<file path="src/hdl/psc_pkg.sv">
// package: register map, field positions and constants of the synthesizer control block
package psc_pkg;
  // ----------------------------------------------------------------
  // register map
  // ----------------------------------------------------------------
  localparam logic [7:0] PSC_OFF_CTRL = 8'h00;
  localparam logic [7:0] PSC_OFF_STAT = 8'h04;
  localparam logic [7:0] PSC_OFF_IRQ_STAT = 8'h08;
  localparam logic [7:0] PSC_OFF_IRQ_MASK = 8'h0C;
  // ----------------------------------------------------------------
  // control field positions
  // ----------------------------------------------------------------
  localparam int PSC_B_LOC_RST_EN = 11;
  localparam int PSC_B_RFD_HI = 10;
  localparam int PSC_B_RFD_LO = 8;
  localparam int PSC_B_LOC_DET_EN = 7;
  localparam int PSC_B_CLK_DIS = 6;
  localparam int PSC_B_FAST_WAKE = 5;
  localparam int PSC_B_STOP_MODE_POWER_SEL_HI = 3;
  localparam int PSC_B_STOP_MODE_POWER_SEL_LO = 2;
  localparam logic [15:0] PSC_CTRL_WMASK = 16'h0FEC;
  localparam logic [15:0] PSC_CTRL_RESET = 16'h0000;
  // ----------------------------------------------------------------
  // status field positions
  // ----------------------------------------------------------------
  localparam int PSC_S_MODE = 7;
  localparam int PSC_S_LOCKS = 4;
  localparam int PSC_S_LOCK = 3;
  localparam int PSC_S_LOC = 2;
  // ----------------------------------------------------------------
  // interrupt bits
  // ----------------------------------------------------------------
  localparam int PSC_I_LOSS_LOCK = 0;
  localparam int PSC_I_LOSS_CLK = 1;
  localparam int PSC_I_WAKE = 2;
  localparam logic [2:0] PSC_IRQ_RESET = 3'h0;
  // ----------------------------------------------------------------
  // timing
  // ----------------------------------------------------------------
  localparam int PSC_CLK_MHZ = 250;
  localparam int PSC_RST_PULSE_NS = 16;
  localparam int PSC_RST_PULSE_CYC = (PSC_RST_PULSE_NS * PSC_CLK_MHZ + 999) / 1000;
  localparam logic [3:0] PSC_RST_CNT_MAX = 4'(PSC_RST_PULSE_CYC);

  typedef enum logic [1:0] {
    PSC_RUN = 2'b00,
    PSC_STOP = 2'b01,
    PSC_WAKE = 2'b11
  } psc_state_e;

  // stop-mode table: {pll, osc, clock_output_pin} enables per code
  function automatic logic [2:0] psc_stop_enables(input logic [1:0] code);
    case (code)
      2'b00: psc_stop_enables = 3'b111;
      2'b01: psc_stop_enables = 3'b110;
      2'b10: psc_stop_enables = 3'b010;
      default: psc_stop_enables = 3'b000;
    endcase
  endfunction : psc_stop_enables
endpackage : psc_pkg

</file>
<file path="src/hdl/psc_ctrl_if.sv">
// interface: control fields passed from register file to clock core
`timescale 1ns/1ps
interface psc_ctrl_if;
  logic loc_rst_en;
  logic loc_det_en;
  logic [2:0] reduced_freq_divider;
  logic clk_dis;
  logic fast_wake;
  logic [1:0] stop_mode_power_sel;
  modport regs (output loc_rst_en, loc_det_en, reduced_freq_divider, clk_dis, fast_wake, stop_mode_power_sel);
  modport core (input loc_rst_en, loc_det_en, reduced_freq_divider, clk_dis, fast_wake, stop_mode_power_sel);
endinterface : psc_ctrl_if

</file>
<file path="src/hdl/psc_top.sv">
// top: apb register file, status, interrupts and clock core
//
// Decided for this implementation: the address map and the APB register port.
`timescale 1ns/1ps
module psc_top
  import psc_pkg::*;
(
  input wire logic sys_clk,
  input wire logic sys_rst,
  input wire logic psel,
  input wire logic penable,
  input wire logic pwrite,
  input wire logic [7:0] paddr,
  input wire logic [31:0] pwdata,
  output logic [31:0] prdata,
  output logic pready,
  output logic pslverr,
  input wire logic clock_mode_strap,
  input wire logic pll_lock,
  input wire logic loss_clock_flag,
  input wire logic stop_req,
  input wire logic wake_req,
  output logic sys_clk_en,
  output logic clock_output_pin,
  output logic pll_enable,
  output logic osc_enable,
  output logic loc_reset,
  output logic self_clocked,
  output logic irq
);
  psc_ctrl_if ctl ();

  logic [15:0] ctrl_r;
  logic clock_mode_r;
  logic locks_r;
  logic lock_d_r;
  logic [2:0] irq_stat_r, irq_mask_r;
  logic [31:0] prdata_r;
  logic wr_en, rd_en, hit_ctrl, hit_stat, hit_istat, hit_imask, addr_ok;
  logic [7:0] stat_word;
  logic [2:0] irq_evt;
  logic wake_event;

  // ----------------------------------------------------------------
  // apb decode
  // ----------------------------------------------------------------
  assign hit_ctrl = paddr == PSC_OFF_CTRL;
  assign hit_stat = paddr == PSC_OFF_STAT;
  assign hit_istat = paddr == PSC_OFF_IRQ_STAT;
  assign hit_imask = paddr == PSC_OFF_IRQ_MASK;
  assign addr_ok = hit_ctrl || hit_stat || hit_istat || hit_imask;
  assign wr_en = psel && penable && pwrite && addr_ok;
  assign rd_en = psel && !penable && !pwrite;
  assign pready = 1'b1;
  assign pslverr = psel && penable && !addr_ok;

  // ----------------------------------------------------------------
  // control register
  // ----------------------------------------------------------------
  always_ff @(posedge sys_clk) begin
    if (sys_rst) begin
      ctrl_r <= PSC_CTRL_RESET;
    end else if (wr_en && hit_ctrl) begin
      ctrl_r <= pwdata[15:0] & PSC_CTRL_WMASK;
    end
  end
  assign ctl.loc_rst_en = ctrl_r[PSC_B_LOC_RST_EN];
  assign ctl.reduced_freq_divider = ctrl_r[PSC_B_RFD_HI:PSC_B_RFD_LO];
  assign ctl.loc_det_en = ctrl_r[PSC_B_LOC_DET_EN];
  assign ctl.clk_dis = ctrl_r[PSC_B_CLK_DIS];
  assign ctl.fast_wake = ctrl_r[PSC_B_FAST_WAKE];
  assign ctl.stop_mode_power_sel = ctrl_r[PSC_B_STOP_MODE_POWER_SEL_HI:PSC_B_STOP_MODE_POWER_SEL_LO];

  // ----------------------------------------------------------------
  // status
  // ----------------------------------------------------------------
  // strap and sticky lock are taken on every clock edge while reset is held
  always_ff @(posedge sys_clk) begin
    lock_d_r <= sys_rst ? 1'b0 : pll_lock;
    if (sys_rst) begin
      clock_mode_r <= clock_mode_strap;
    end
    // sticky lock; lock threshold lives in the analog detector
    if (sys_rst) begin
      locks_r <= clock_mode_strap;
    end else if (!pll_lock) begin
      locks_r <= 1'b0;
    end
  end
  always_comb begin
    stat_word = 8'h00;
    stat_word[PSC_S_MODE] = clock_mode_r;
    stat_word[PSC_S_LOCKS] = locks_r && clock_mode_r;
    stat_word[PSC_S_LOCK] = pll_lock && clock_mode_r;
    stat_word[PSC_S_LOC] = loss_clock_flag && clock_mode_r && ctl.loc_det_en;
  end

  // ----------------------------------------------------------------
  // interrupts
  // ----------------------------------------------------------------
  assign irq_evt[PSC_I_LOSS_LOCK] = lock_d_r && !pll_lock && clock_mode_r;
  assign irq_evt[PSC_I_LOSS_CLK] = stat_word[PSC_S_LOC];
  assign irq_evt[PSC_I_WAKE] = wake_event;
  always_ff @(posedge sys_clk) begin
    if (sys_rst) begin
      irq_stat_r <= PSC_IRQ_RESET;
      irq_mask_r <= PSC_IRQ_RESET;
    end else begin
      // set wins over write-one-to-clear
      irq_stat_r <= (irq_stat_r & ~((wr_en && hit_istat) ? pwdata[2:0] : 3'h0)) | irq_evt;
      if (wr_en && hit_imask) begin
        irq_mask_r <= pwdata[2:0];
      end
    end
  end
  assign irq = |(irq_stat_r & irq_mask_r);

  // ----------------------------------------------------------------
  // read data
  // ----------------------------------------------------------------
  always_ff @(posedge sys_clk) begin
    if (sys_rst) begin
      prdata_r <= 32'h0000_0000;
    end else if (rd_en) begin
      prdata_r <= hit_ctrl ? {16'h0000, ctrl_r} :
                  hit_stat ? {24'h000000, stat_word} :
                  hit_istat ? {29'h0, irq_stat_r} :
                  hit_imask ? {29'h0, irq_mask_r} : 32'h0000_0000;
    end
  end
  assign prdata = prdata_r;

  // ----------------------------------------------------------------
  // clock core
  // ----------------------------------------------------------------
  psc_clk_core u_core (
    .sys_clk(sys_clk),
    .sys_rst(sys_rst),
    .ctl(ctl.core),
    .pll_mode(clock_mode_r),
    .pll_lock(pll_lock),
    .loss_clock_flag(loss_clock_flag),
    .stop_req(stop_req),
    .wake_req(wake_req),
    .sys_clk_en(sys_clk_en),
    .clock_output_pin(clock_output_pin),
    .pll_enable(pll_enable),
    .osc_enable(osc_enable),
    .loc_reset(loc_reset),
    .wake_event(wake_event),
    .self_clocked(self_clocked)
  );
endmodule : psc_top

</file>
<file path="src/hdl/psc_clk_core.sv">
// clock core: divider enable, stop-mode gating, wakeup and loss-of-clock reset
`timescale 1ns/1ps
module psc_clk_core
  import psc_pkg::*;
(
  input wire logic sys_clk,
  input wire logic sys_rst,
  psc_ctrl_if.core ctl,
  input wire logic pll_mode,
  input wire logic pll_lock,
  input wire logic loss_clock_flag,
  input wire logic stop_req,
  input wire logic wake_req,
  output logic sys_clk_en,
  output logic clock_output_pin,
  output logic pll_enable,
  output logic osc_enable,
  output logic loc_reset,
  output logic wake_event,
  output logic self_clocked
);
  psc_state_e state_r, state_nxt;
  logic [5:0] div_cnt_r;
  logic [2:0] rfd_r;
  logic [3:0] rst_cnt_r;
  logic div_tick;
  logic loc_active;
  logic [2:0] stop_en;
  logic wake_done;

  // ----------------------------------------------------------------
  // divider
  // ----------------------------------------------------------------
  // divisor selector
  assign div_tick = (div_cnt_r & ((6'h01 << rfd_r) - 6'h01)) == 6'h00;
  always_ff @(posedge sys_clk) begin
    if (sys_rst) begin
      div_cnt_r <= 6'h00;
      rfd_r <= 3'h0;
    end else begin
      // change at period boundary, no glitch
      // restart the count so the first new period is a whole one
      if (div_tick) begin
        rfd_r <= ctl.reduced_freq_divider;
        div_cnt_r <= 6'h01;
      end else begin
        div_cnt_r <= div_cnt_r + 6'h01;
      end
    end
  end

  // ----------------------------------------------------------------
  // stop and wakeup
  // ----------------------------------------------------------------
  // stop code table
  assign stop_en = psc_stop_enables(ctl.stop_mode_power_sel);
  assign wake_done = !pll_mode || ctl.fast_wake || pll_lock || loss_clock_flag;
  always_comb begin
    state_nxt = state_r;
    case (state_r)
      PSC_RUN: if (stop_req) state_nxt = PSC_STOP;
      PSC_STOP: if (wake_req) state_nxt = PSC_WAKE;
      PSC_WAKE: if (wake_done) state_nxt = PSC_RUN;
      default: state_nxt = PSC_RUN;
    endcase
  end
  always_ff @(posedge sys_clk) begin
    if (sys_rst) begin
      state_r <= PSC_RUN;
    end else begin
      state_r <= state_nxt;
    end
  end
  assign wake_event = (state_r == PSC_WAKE) && wake_done;
  assign self_clocked = pll_mode && !ctl.fast_wake && loss_clock_flag && (state_r != PSC_RUN);
  // system clocks always off in stop
  assign sys_clk_en = (state_r == PSC_RUN) && div_tick;
  assign pll_enable = (state_r != PSC_STOP) || stop_en[2];
  assign osc_enable = (state_r != PSC_STOP) || stop_en[1];
  // pin follows the divider, so stop code 00 keeps it running
  assign clock_output_pin = !ctl.clk_dis && div_tick && ((state_r != PSC_STOP) || stop_en[0]);

  // ----------------------------------------------------------------
  // loss-of-clock reset
  // ----------------------------------------------------------------
  // detect gating
  assign loc_active = pll_mode && ctl.loc_det_en && loss_clock_flag;
  always_ff @(posedge sys_clk) begin
    if (sys_rst) begin
      rst_cnt_r <= 4'h0;
    end else if (loc_active && ctl.loc_rst_en) begin
      rst_cnt_r <= PSC_RST_CNT_MAX;
    end else if (rst_cnt_r != 4'h0) begin
      rst_cnt_r <= rst_cnt_r - 4'h1;
    end
  end
  assign loc_reset = (loc_active && ctl.loc_rst_en) || (rst_cnt_r != 4'h0);
endmodule : psc_clk_core

</file>
<file path="config.mk">
export PLATFORM = sky130hd
export DESIGN_NAME = psc_top
export DESIGN_NICKNAME = d
export VERILOG_FILES = /design/src/hdl/psc_pkg.sv /design/src/hdl/psc_ctrl_if.sv /design/src/hdl/psc_top.sv /design/src/hdl/psc_clk_core.sv
export SDC_FILE = /design/constraint.sdc
export NUM_CORES = 1
export LEC_CHECK = 0
export BUFFER_PORTS_ARGS = -buffer_cell sky130_fd_sc_hd__buf_2
export CORE_MARGIN = 1
export CORE_UTILIZATION = 48
export DETAILED_ROUTE_END_ITERATION = 12
export PLACE_DENSITY = 0.8
export SYNTH_ARGS = -nofsm -noshare
export SYNTH_HDL_FRONTEND = slang
export SYNTH_SLANG_ARGS = --single-unit
</file>
<file path="constraint.sdc">
create_clock -name sys_clk -period 1.6 [get_ports sys_clk]
set_clock_uncertainty 0.05 [all_clocks]
set_input_delay 0.08 -clock sys_clk [delete_from_list [all_inputs] [get_ports sys_clk]]
set_output_delay 0.08 -clock sys_clk [all_outputs]
set_load 0.05 [all_outputs]
</file>
======== Word-level counts from Yosys, hierarchy flattened ========
Index checks and enable logic that the tools add are counted.
storage, ports and cells
  flip-flop bits (word level) ............. 65
  bits of input ports ..................... 50
  output and inout bits ................... 41
  word-level logic and storage cells ...... 102
cells by class
  add/sub/neg operators ................... 3
  eq/ne operators ......................... 12
  shift-type cells ........................ 1
  multiplexer cells ....................... 15
  bitwise logic cells ..................... 5
  reductions and logical operators ........ 53
operators with widths
  operator                                                               count
  1-bit logical AND                                                      25
  8-bit by 4-bit equality test with 1-bit output, second input constant  2
  3-bit two-way mux                                                      5
  12-bit two-way mux                                                     1
  1-bit logical OR                                                       10
  3-bit case mux with 3 select lines                                     1
  8-bit by 3-bit equality test with 1-bit output, second input constant  1
  8-bit zero test                                                        1
  8-bit two-way mux                                                      1
  1-bit zero test                                                        7
  6-bit by 1-bit adder with 6-bit output, second input constant          1
  3-bit bitwise AND                                                      2
  6-bit bitwise AND                                                      1
  6-bit zero test                                                        1
  2-bit two-way mux                                                      3
  2-bit != test, second input constant                                   3
  2-bit case mux with 3 select lines                                     1
  1-bit by 3-bit << shifter with 6-bit output, first input constant      1
  6-bit by 1-bit subtractor with 6-bit output, second input constant     1
  2-bit by 1-bit equality test with 1-bit output, second input constant  2
  2-bit equality test, second input constant                             2
  2-bit zero test                                                        2
  2-bit by 1-bit != test with 1-bit output, second input constant        2
  2-bit nonzero test                                                     2
  8 further kinds                                                        11

======== Longest topological paths before layout ========
Gate-level depths: netlist of run 1.
  depth in word-level cells ............... 10
  gate-level depth with buffers ........... 6
  gate-level depth less buffers ........... 5

======== Hierarchy ========
Synthesis of run 1 repeated with hierarchy kept, for this count alone.
unflattened totals
  cells, all modules ...................... 266
  area, all modules ....................... 2,378.5 µm²
by module, submodules not included
  module        times used  cells each  area an instance (µm²)  seq. area each (µm²)
  psc_top       1           179         1,605.3                 620.6
  psc_clk_core  1           87          773.2                   300.3

======== Worst setup path before layout of run 1 ========
OpenSTA, ideal clock, no wires.
  path kind ............................... register -> output
  start ................................... reg u_core.div_cnt_r[2]
  end ..................................... out clock_output_pin
  arrival ................................. 2.281 ns
  required time ........................... 1.470 ns
  path slack .............................. -0.811 ns
  stages on the path, launching flop included .. 6
  buffers on the path ..................... 1
  path through ............................ dfxtp_1 a211oi_1 or3_1 o31a_1 clkbuf_1 nor3b_1
on the way
  cells in the longest elaborated chain, start to end .. 4
RTL lines
  what                            line                source
  start: declaration              psc_clk_core.sv:23  logic [5:0] div_cnt_r;
  start signal: assignment        psc_clk_core.sv:47  div_cnt_r <= div_cnt_r + 6'h01;
  6-bit bitwise AND               psc_clk_core.sv:35  assign div_tick = (div_cnt_r & ((6'h01 << rfd_r) - 6'h01)) == 6'h00;
  6-bit zero test                 psc_clk_core.sv:35
  1-bit logical AND (2 in a row)  psc_clk_core.sv:81  assign clock_output_pin = !ctl.clk_dis && div_tick && ((state_r != PSC_STOP) || stop_en[0]);
  end: declaration                psc_top.sv:24       output logic clock_output_pin,
No other way between the ends.

======== Final worst setup path of run 1 ========
Same ends and word-level chain as after synthesis.

==> results of run 1 <==
power breakdown:
part           leakage, nW  switching [mW]  internal (mW)
registers            0.372          0.0459           1.18
logic                0.796           0.398          0.197
clock network       0.0395           0.377          0.311
total                 1.21           0.820           1.68
registers in the layout, summed over array words and instances (netlist names):
register          cells
irq_stat_r            3
prdata               12
clock_mode_r          1
locks_r               1
u_core.rst_cnt_r      4
u_core.state_r        2
ctrl_r                9
lock_d_r              1
irq_mask_r            3
u_core.rfd_r          3
u_core.div_cnt_r      6
cell type report:
cell class	instances	area, µm²	share of cell area [%]
clock buffer	8	80.1	2.92
timing repair buffer	75	489	17.8
tap	52	65.1	2.37
multi-input combinational	181	1150	41.8
sequential	45	932	34.0
inverter	8	30.0	1.09
path summary, 6_finish.rpt:
| check | start | endpoint | slack (ns) |
|---|---|---|---|
| setup / recovery | u_core.div_cnt_r[2] | clock_output_pin | -0.15 |
| hold reg to reg | prdata[1] | prdata[1] | 0.41 |
| setup reg to reg | u_core.rfd_r[2] | u_core.rfd_r[2] | 0.10 |
| hold / removal | pll_lock | lock_d_r | 0.03 |
cells in the final DEF, fill, tap and decap left out, types with 5 or more instances in the layout:
cell type | synthesis | routed
buf_4 | 21 | 14
clkbuf_8 | 0 | 5
dfxtp_1 | 43 | 38
nor2_1 | 33 | 33
nor3_1 | 10 | 10
nand2_1 | 8 | 8
conb_1 | 2 | 21
a22oi_1 | 7 | 7
nand3_1 | 7 | 7
inv_1 | 8 | 8
mux2i_1 | 18 | 18
a21oi_1 | 11 | 11
dlygate4sd3_1 | 0 | 12
buf_2 | 1 | 46
nand2b_1 | 8 | 8
kinds of logic after synthesis:
kind of cell               synth area share [%]
other                                     0.339
DFF                                        41.6
and+or+nand+nor                            24.7
buffers and inverters                      11.1
xor gates and xnor gates                   1.98
AOI/OAI and AO/OA                          10.6
muxes                                      8.64
adders and majority gates                  1.13
per-layer routing:
metal	vias to the layer above	share of wire, %	track usage [%]
met5	-	0	0
li1	958	-	-
met2	65	46	34.6
met3	6	5.9	6.20
met4	0	1.2	6.67
met1	883	47	25.6
through the flow:
stage / TNS (ns) / area [µm²] / util [%]
after CTS: -0.258 / 2730 / 62.2
final: -0.287 / 2750 / 62.6
after floorplan: 0 / 2320 / -
after global routing: -0.403 / 2750 / 62.6
after global placement: -0.0333 / 2490 / 56.8
after detailed placement: -0.129 / 2490 / 56.8
repair_timing:
action / 4_1_cts / 5_1_grt
buffers inserted: 2 / 1
hold buffers: 12 / 0
endpoints found under the setup margin: 2 / 2
pin swaps: 1 / 2
hold endpoints to repair: 12 / 0
gates resized for setup: 10 / 3
==> results.md, run 1 <==
- Crit path launch type: register
- CTS Buf Count: 5
- Register area share after synthesis: between 40% and 50%
- Clock latency on the worst-skew pair: approximately 0.3 ns
- Worst vdd ir: slightly below 0.7 mV
- Flops & latches, synth: between 40 and 50
- Routed wire length: between 4000 and 5000 µm
- First-pass GRT wire length: around 8000 µm
- Status: finished with violations
- Most used flip-flop cell after synthesis: dfxtp_1
- Initial antenna violation count: 0
- Min-Delay Path Class: in -> reg
- # clock sinks: between 40 and 50
- R2R cell count: 5
- EDFF count, synth: 2
- Pre-CTS setup slack: -0.0380 ns
- Slew Limit Fails: 0
- Worst setup EP type: output port
- Via/cell ratio: 5.18
- Die area: around 0.0049 mm²
- Max-Cap Viols: 0
- Yosys cell types: 49
- CTS tree: yes
- Ys Warns: 0
- Total grt overflow: 0
- Vias: about 1900
- CTS max path bufs: 2
- CP Depth: 5
- Crit Path Category: reg -> out
- CP Buf/Inv Count: 1
- DRT Pass-1 Iters: 4
- P per Cell Area: around 910 mW/mm²
- Cell taking the most area after synthesis: dfxtp_1
- Row cnt: 24
- Post-DRT Antenna Nets: 0
- Fin. Hold Viols: 0
- Placed Instances: 346
- IO Pins: 91
- Post-synthesis async set-or-reset flop share: 0%
- Diodes inserted: 0
- Post-Synthesis Cell Area: ~0.0022 mm²
- Min cycle time layout: roughly 1.8 ns
- GRT Total Usage: around a fifth
- Post-Layout Cell Count: 369
- Failing checks: setup timing
- Core area: between 0.004 and 0.005 mm²
- Overall die width: approximately 70 µm
- Syn Inst Count: about 250
- RSZ-0062 raised after global routing: true
- Worst Path Max Fanout: 3
- Leakage: 1.21 nW
- Number of global-route vias before repair: 1852
- Commonest cells in the netlist: dfxtp_1 (43), nor2_1 (33), buf_4 (21), mux2i_1 (18), a21oi_1 (11)
- Fin crit share: 110%
- Clock-pin slew on the worst setup and hold paths: roughly 0.080 ns
- Slowest CP cell: dfxtp_2
- Synth area leaders: dfxtp_1 (39%), mux2i_1 (8.1%), buf_4 (7.1%)
- Initial Utilization: 50.5%
- Placer congestion estimate: approximately 0.86
- Routed WL per cell: ~13 µm
- Share of cells above drive strength 1: about a quarter
- Syn-to-layout area delta: 23.9%
- DRT iter0 DRCs: 102
- Fmax: around 570 MHz
- DRC: 0
- Post-DP HPWL: 3300 µm
- Yosys top cell area share: around two fifths
- Family with the most delay on the worst path: compound AO/OA/AOI/OAI gates
- Die Y: between 60 and 70 µm
- Nets: approximately 370
- Average cell area after synthesis: around 8.9 µm²
- Root buf cell: clkbuf_8
- Crit path cell chain: a211oi_2, or3_1, o31a_1, nor3b_4, buf_6
- Pin count of the biggest net entering global routing: 46
- CP required: ~1.5 ns
- Fin Hold WS: ~0.029 ns
- H-tree depth: 2
- Setup-failing EPs final: 2
- Filler cells: between 300 and 400
- Post-route setup slack: -0.155 ns
- Most frequent cell after synthesis: dfxtp_1
- Worst path max stage delay: 0.34 ns
- Port buffer count: 48
- Crit path arrival time: 1.62 ns
- Total power: 2.50 mW
- Min-Delay Path Depth: 2
Power figures use the tool's default switching activity.
==> run 2, diff against run 1 <==
ABC_AREA = 1   (was not set)
==> run 2 against run 1 <==
The run still ends with setup timing left. Core utilization fell by 1.3 points. Via count increased by 7.7%. Cell area shrank 1.4%. Non-clock buffer count shrank 12. Final cell count increased by 12%. Synthesized area rose by 0.90%. Critical path depth increased by 1. Critical endpoint unchanged. Fmax rose by 8.9%. Sequential cell count did not move. Die area is 0.87% higher. Sequential power barely moved.
==> results.md, run 2 <==
- CTS Buf Count: 5
- Diodes inserted: 0
- Core area: between 0.004 and 0.005 mm²
- Flops & latches, synth: 45
- Fin Hold WS: approximately 0.020 ns
- Post-Route Utilization: approximately 61%
- Clock latency on the worst-skew pair: around 0.30 ns
- CTS tree: yes
- Status: finished with violations
- Crit path arrival time: approximately 1.5 ns
- Post-Synthesis Cell Area: between 0.002 and 0.0025 mm²
- Sw frac: approximately a third
- Vias: between 2000 and 2500
- DRC: 0
- Clock group share of total power: 28.6%
- Routed WL per cell: around 12 µm
- Fin. Hold Viols: 0
- Worst vdd ir: roughly 0.84 mV
- Internal power: 1.75 mW
- Nets: about 410
- Total power: between 2 and 3 mW
- Post-DRT Antenna Nets: 0
- Slew Limit Headroom: between 60% and 70%
- Die Y: between 70 and 80 µm
- Root buf cell: clkbuf_8
- Total grt overflow: 0
- Syn Inst Count: 301
- DRT Pass-1 Iters: 4
- Most frequent cell after synthesis: nand2_1
- Slew Limit Fails: 0
- Family with the most delay on the worst path: simple AND/OR/NAND/NOR gates
- Initial Utilization: slightly above 50%
- Post-route setup slack: -0.0115 ns
- Yosys cell types: 37
- Fmax: slightly above 600 MHz
- Share of cells above drive strength 1: a little under a quarter
- P per Cell Area: approximately 970 mW/mm²
- Ys Warns: 0
- Most used cell, CP: nand2_2
- Number of global-route vias before repair: 1959
- Worst setup EP type: output port
- Most common cell after layout, fill and taps aside: nand2_1
- Setup-failing EPs final: 1
- Min-Delay Path Class: in -> reg
- Commonest cells in the netlist: nand2_1 (51), nor2_1 (49), dfxtp_1 (43), inv_1 (24), nand3_1 (23)
- Pin count of the biggest net entering global routing: 22
- Combinational share of power: 25.0%
- Clock-pin slew on the worst setup and hold paths: 0.09 ns
- Min cycle time layout: about 1.6 ns
- Leakage: between 1 and 1.5 nW
- Crit Path Category: reg -> out
- CTS max path bufs: 2
- Register area share after synthesis: a little over 40%
- Worst Path Max Fanout: 4
- # clock sinks: 45
- Synth area leaders: dfxtp_1 (39%), nand2_1 (8.6%), nor2_1 (8.2%)
- Crit path launch type: register
- Via/cell ratio: approximately 5.0
- Yosys top cell area share: 38.5%
- H-tree depth: 2
- Most used flip-flop cell after synthesis: dfxtp_1
- EDFF count, synth: 2
- Port buffer count: 48
- Setup_tns: -0.0115 ns
- Cell taking the most area after synthesis: dfxtp_1
- Syn-to-layout area delta: 21.0%
- Average cell area after synthesis: roughly 7.4 µm²
- Max FFs per register: 12
- Placed Instances: approximately 400
- Post-synthesis async set-or-reset flop share: 0%
- Die area: slightly below 0.005 mm²
- RSZ-0062 raised after global routing: true
- Max-Cap Viols: 0
- Routed wire length: 4970 µm
- Placer congestion estimate: just under 0.8
- First-pass GRT wire length: slightly below 9000 µm
- Post-DP HPWL: between 3000 and 4000 µm
- Most frequent cells in the layout: nand2_1 (49), nor2_1 (47), buf_2 (45), dfxtp_1 (40), inv_1 (24)
- Worst path max stage delay: between 0.3 and 0.4 ns
- Overall die width: between 70 and 80 µm
- Fin crit share: 101%
- GRT Total Usage: between 20% and 30%
- IO Pins: between 90 and 100
- Reg power frac: ~46%
- Initial antenna violation count: 0
- CP required: 1.47 ns
- CP Buf/Inv Count: 1
- Crit path cell chain: o21ai_2, nand2_2, nand2_2, nand3b_4, nor3_4, buf_6
- Post-Layout Cell Count: approximately 420
- Slowest CP cell: dfxtp_2
- Net switching power: about 880 µW
- Row cnt: 24
- Actual slew at the worst max-slew pin: 0.556 ns
- Failing checks: setup timing
- DRT iter0 DRCs: approximately 170
run 2: cell count changes after synthesis, sizes merged, moves of 7 or more:
cell | before | now
mux2i | 18 | 0
nand3 | 7 | 23
clkbuf | 9 | 1
inv | 8 | 25
o21ai | 4 | 17
nand2 | 8 | 54
nor2 | 33 | 54
a22oi | 7 | 0
a21oi | 11 | 20
nand2b | 8 | 0
run 2: power groups by stage:
stage | combinational, mW | sequential (mW) | clock, mW
after floorplan | 0.464 | 1.26 | 0
after detailed placement | 0.569 | 1.24 | 0
after global placement | 0.557 | 1.24 | 0
final | 0.655 | 1.22 | 0.752
after global routing | 0.711 | 1.23 | 0.816
after CTS | 0.599 | 1.22 | 0.768
run 2: worst min-delay path, cell delays in order:
cell and delay, ns:
buf_2 0.11, nor2_1 0.09, nor3_1 0.05
run 2: final cells by class:
class,count,area [µm²]
clock buffer,6,82.6
timing repair buffer,63,389
sequential,45,925
fill,423,1710
tap,52,65.1
clock inverter,2,13.8
inverter,26,97.6
multi-input combinational,221,1130
run 2: cells by family (layout without fill, tap and decap cells):
| group | count (synthesis) | count (layout) | share of synthesized area, % |
|---|---|---|---|
| other | 2 | 21 | 0.336 |
| AO/OA/AOI/OAI | 49 | 49 | 12.6 |
| AND/OR/NAND/NOR | 144 | 144 | 29.5 |
| adder cells (fa/ha/maj) | 2 | 2 | 1.12 |
| buffers and inverters | 54 | 97 | 13.2 |
| XOR/XNOR | 5 | 5 | 1.96 |
| flip-flops | 45 | 45 | 41.2 |
run 2: metrics by stage:
step	worst slack, ns	area [µm²]
after global routing	-0.0878	2710
after CTS	0.00323	2650
after floorplan	-0.00308	2310
after detailed placement	0.189	2430
after global placement	0.212	2430
final	-0.0115	2710
run 2: routing by layer:
metal | share of wire [%] | up-vias | routed length (µm) | global-route usage (%)
li1 | - | 1051 | - | -
met1 | 46 | 936 | 2270 | 28.2
met2 | 47 | 60 | 2310 | 36.0
met3 | 4.7 | 13 | 235 | 6.20
met4 | 2.9 | 0 | 144 | 10.2
met5 | 0 | - | 0 | 0
run 2: final timing paths:
check,startpoint,depth (start not counted),to,slack [ns]
min,pwdata[1],3,irq_mask_r[1],0.02
max reg2reg,u_core.rfd_r[2],7,u_core.div_cnt_r[5],0.14
max,u_core.rfd_r[0],6,clock_output_pin,-0.01
min reg2reg,u_core.rst_cnt_r[1],2,u_core.rst_cnt_r[1],0.41
run 2: repair_timing:
item                                    4_1_cts  5_1_grt
endpoints found under the hold margin        11        0
resized for setup                             5       13
hold buffers                                 10        0
pin swaps                                     0        5
buffers inserted                              0        3
endpoints found under the setup margin        3        3
==> run 3, diff against run 2 <==
SETUP_SLACK_MARGIN = 0.02   (was not set)
==> run 3 against run 2 <==
The run now ends clean. Final cell count rose by 0.24%. Sequential cell count stayed put. First-iteration DRC count shrank 35%. Sequential share of layout area decreased by 0.13 points. Register-to-register slack improved by 0.09 ns. Die area unchanged. Total power is 0.68% lower. Sequential power barely moved. Critical path depth unchanged. Routed wire length fell by 0.77%. Worst hold slack improved by 0.0045 ns. Largest power group unchanged.
==> results.md, run 3 (synthesis results as in run 2) <==
- CTS Buf Count: 5
- First-pass GRT wire length: about 8100 µm
- Cell Area, Placed: approximately 0.0024 mm²
- Min cycle time layout: 1.55 ns
- H-tree depth: 2
- DRT iter0 DRCs: roughly 110
- Initial Utilization: between 50% and 60%
- IO Pins: 91
- Slew Limit Fails: 0
- Overall die width: about 70 µm
- Max FFs per register: 12
- Share of cells above drive strength 1: between 20% and 30%
- Via/cell ratio: roughly 5.1
- Most frequent cells in the layout: nand2_1 (50), nor2_1 (45), buf_2 (45), dfxtp_1 (40)
- Die area: 0.00494 mm²
- CP required: approximately 1.5 ns
- Fmax: ~640 MHz
- Pin count of the biggest net entering global routing: 22
- Nets: 415
- DRC: 0
- Actual slew at the worst max-slew pin: slightly below 0.6 ns
- Core area: roughly 0.0044 mm²
- Worst Path Max Fanout: 4
- Fin. Hold Viols: 0
- Leakage: between 1 and 1.5 nW
- Port buffer count: between 40 and 50
- Storage cell area: ~920 µm²
- Vias: roughly 2100
- DRT Pass-1 Iters: 4
- Total grt overflow: 0
- Multi-input logic area: around 0.0011 mm²
- Min-Delay Path Class: in -> reg
- # clock sinks: 45
- Worst setup EP type: output port
- Most common cell after layout, fill and taps aside: nand2_1
- Status: completed
- Post-DRT Antenna Nets: 0
- Clock latency on the worst-skew pair: around 0.3 ns
- CTS max path bufs: 2
- Worst vdd ir: a little over 1 mV
- P per Cell Area: 959 mW/mm²
- Initial antenna violation count: 0
- Fin crit share: 96.9%
- Routed WL per cell: about 12 µm
- Placer congestion estimate: 0.878
- RSZ-0062 raised after global routing: true
- Max-Cap Viols: 0
- Post-DP HPWL: roughly 3500 µm
- Die Y: 70.3 µm
- Row cnt: 24
- Number of global-route vias before repair: roughly 1900
- Filler cells: ~400
- Clock-pin slew on the worst setup and hold paths: 0.09 ns
- Syn-to-layout area delta: 21.5%
- Cell area after layout: roughly 0.0027 mm²
- Crit Path Category: reg -> out
- Slew Limit Headroom: roughly three fifths
- Crit path launch type: register
- Crit path arrival time: 1.42 ns
- Root buf cell: clkbuf_8
- Routed wire length: around 5000 µm
- Setup_tns: 0 ns
- Setup-failing EPs final: 0
- GRT Total Usage: between 20% and 30%
- Diodes inserted: 0
- CTS tree: yes
## run 3: cell count changes in the layout (fill, tap and decap cells not counted), sizes merged
cell	before	now
buf	53	54
clkbuf	6	5
clkinv	3	2
inv	25	27
## run 3: area by class of cell
cell class	instances	area share, %
multi-input combinational	221	42.0
sequential	45	34.0
timing repair buffer	64	14.7
inverter	26	3.59
clock buffer	5	2.53
tap	52	2.40
clock inverter	3	0.737
## run 3: stage by stage
step	worst slack [ns]	util (%)	power (mW)	hold WS (ns)	std cells
2_1_floorplan	0.0257	-	1.73	0.129	320
3_3_place_gp	0.204	55.2	1.80	0.222	394
3_5_place_dp	0.171	55.2	1.81	0.227	394
4_1_cts	-0.00415	60.0	2.55	0.00731	412
5_1_grt	-0.0153	61.5	2.74	0.0298	416
6_report	0.0489	61.5	2.61	0.0243	416
## run 3: report_power, final
part           internal, mW  total [mW]  switching (mW)
Clock                 0.311       0.716           0.404
Combinational         0.223       0.670           0.447
Sequential             1.18        1.22          0.0386
Total                  1.72        2.61           0.890
## run 3: worst max-delay path: stages, from the launching register on
cell and delay (ns):
dfxtp_2 0.37, inv_1 0.08, o21bai_1 0.20, nand2_1 0.13, nand3b_4 0.13, nor2_2 0.04
buf_4 0.18
## run 3: repair_timing
item / in CTS / in global routing
hold buffers: 10 / 0
endpoints found under the setup margin: 3 / 3
gates resized for setup: 6 / 15
pin swaps: 0 / 3
buffers inserted: 0 / 4
hold endpoints to repair: 11 / 0
## run 3: path summary, 6_finish.rpt
check                                      from             endpoint  slack, ns  cells past startpoint
worst max register to register  u_core.rfd_r[1]  u_core.div_cnt_r[3]       0.23                      7
worst max-delay path            u_core.rfd_r[1]           sys_clk_en       0.05                      6
worst min-delay path                  pwdata[0]        irq_mask_r[0]       0.02                      3
worst min register to register        prdata[1]            prdata[1]       0.41                      2
## run 3: layer usage
| metal | vias up | share of wire (%) | GRT usage, % |
|---|---|---|---|
| li1 | 1056 | - | - |
| met1 | 970 | 43 | 26.4 |
| met2 | 69 | 50 | 33.4 |
| met3 | 6 | 5.5 | 6.06 |
| met4 | 0 | 1.3 | 6.22 |
| met5 | - | 0 | 0 |
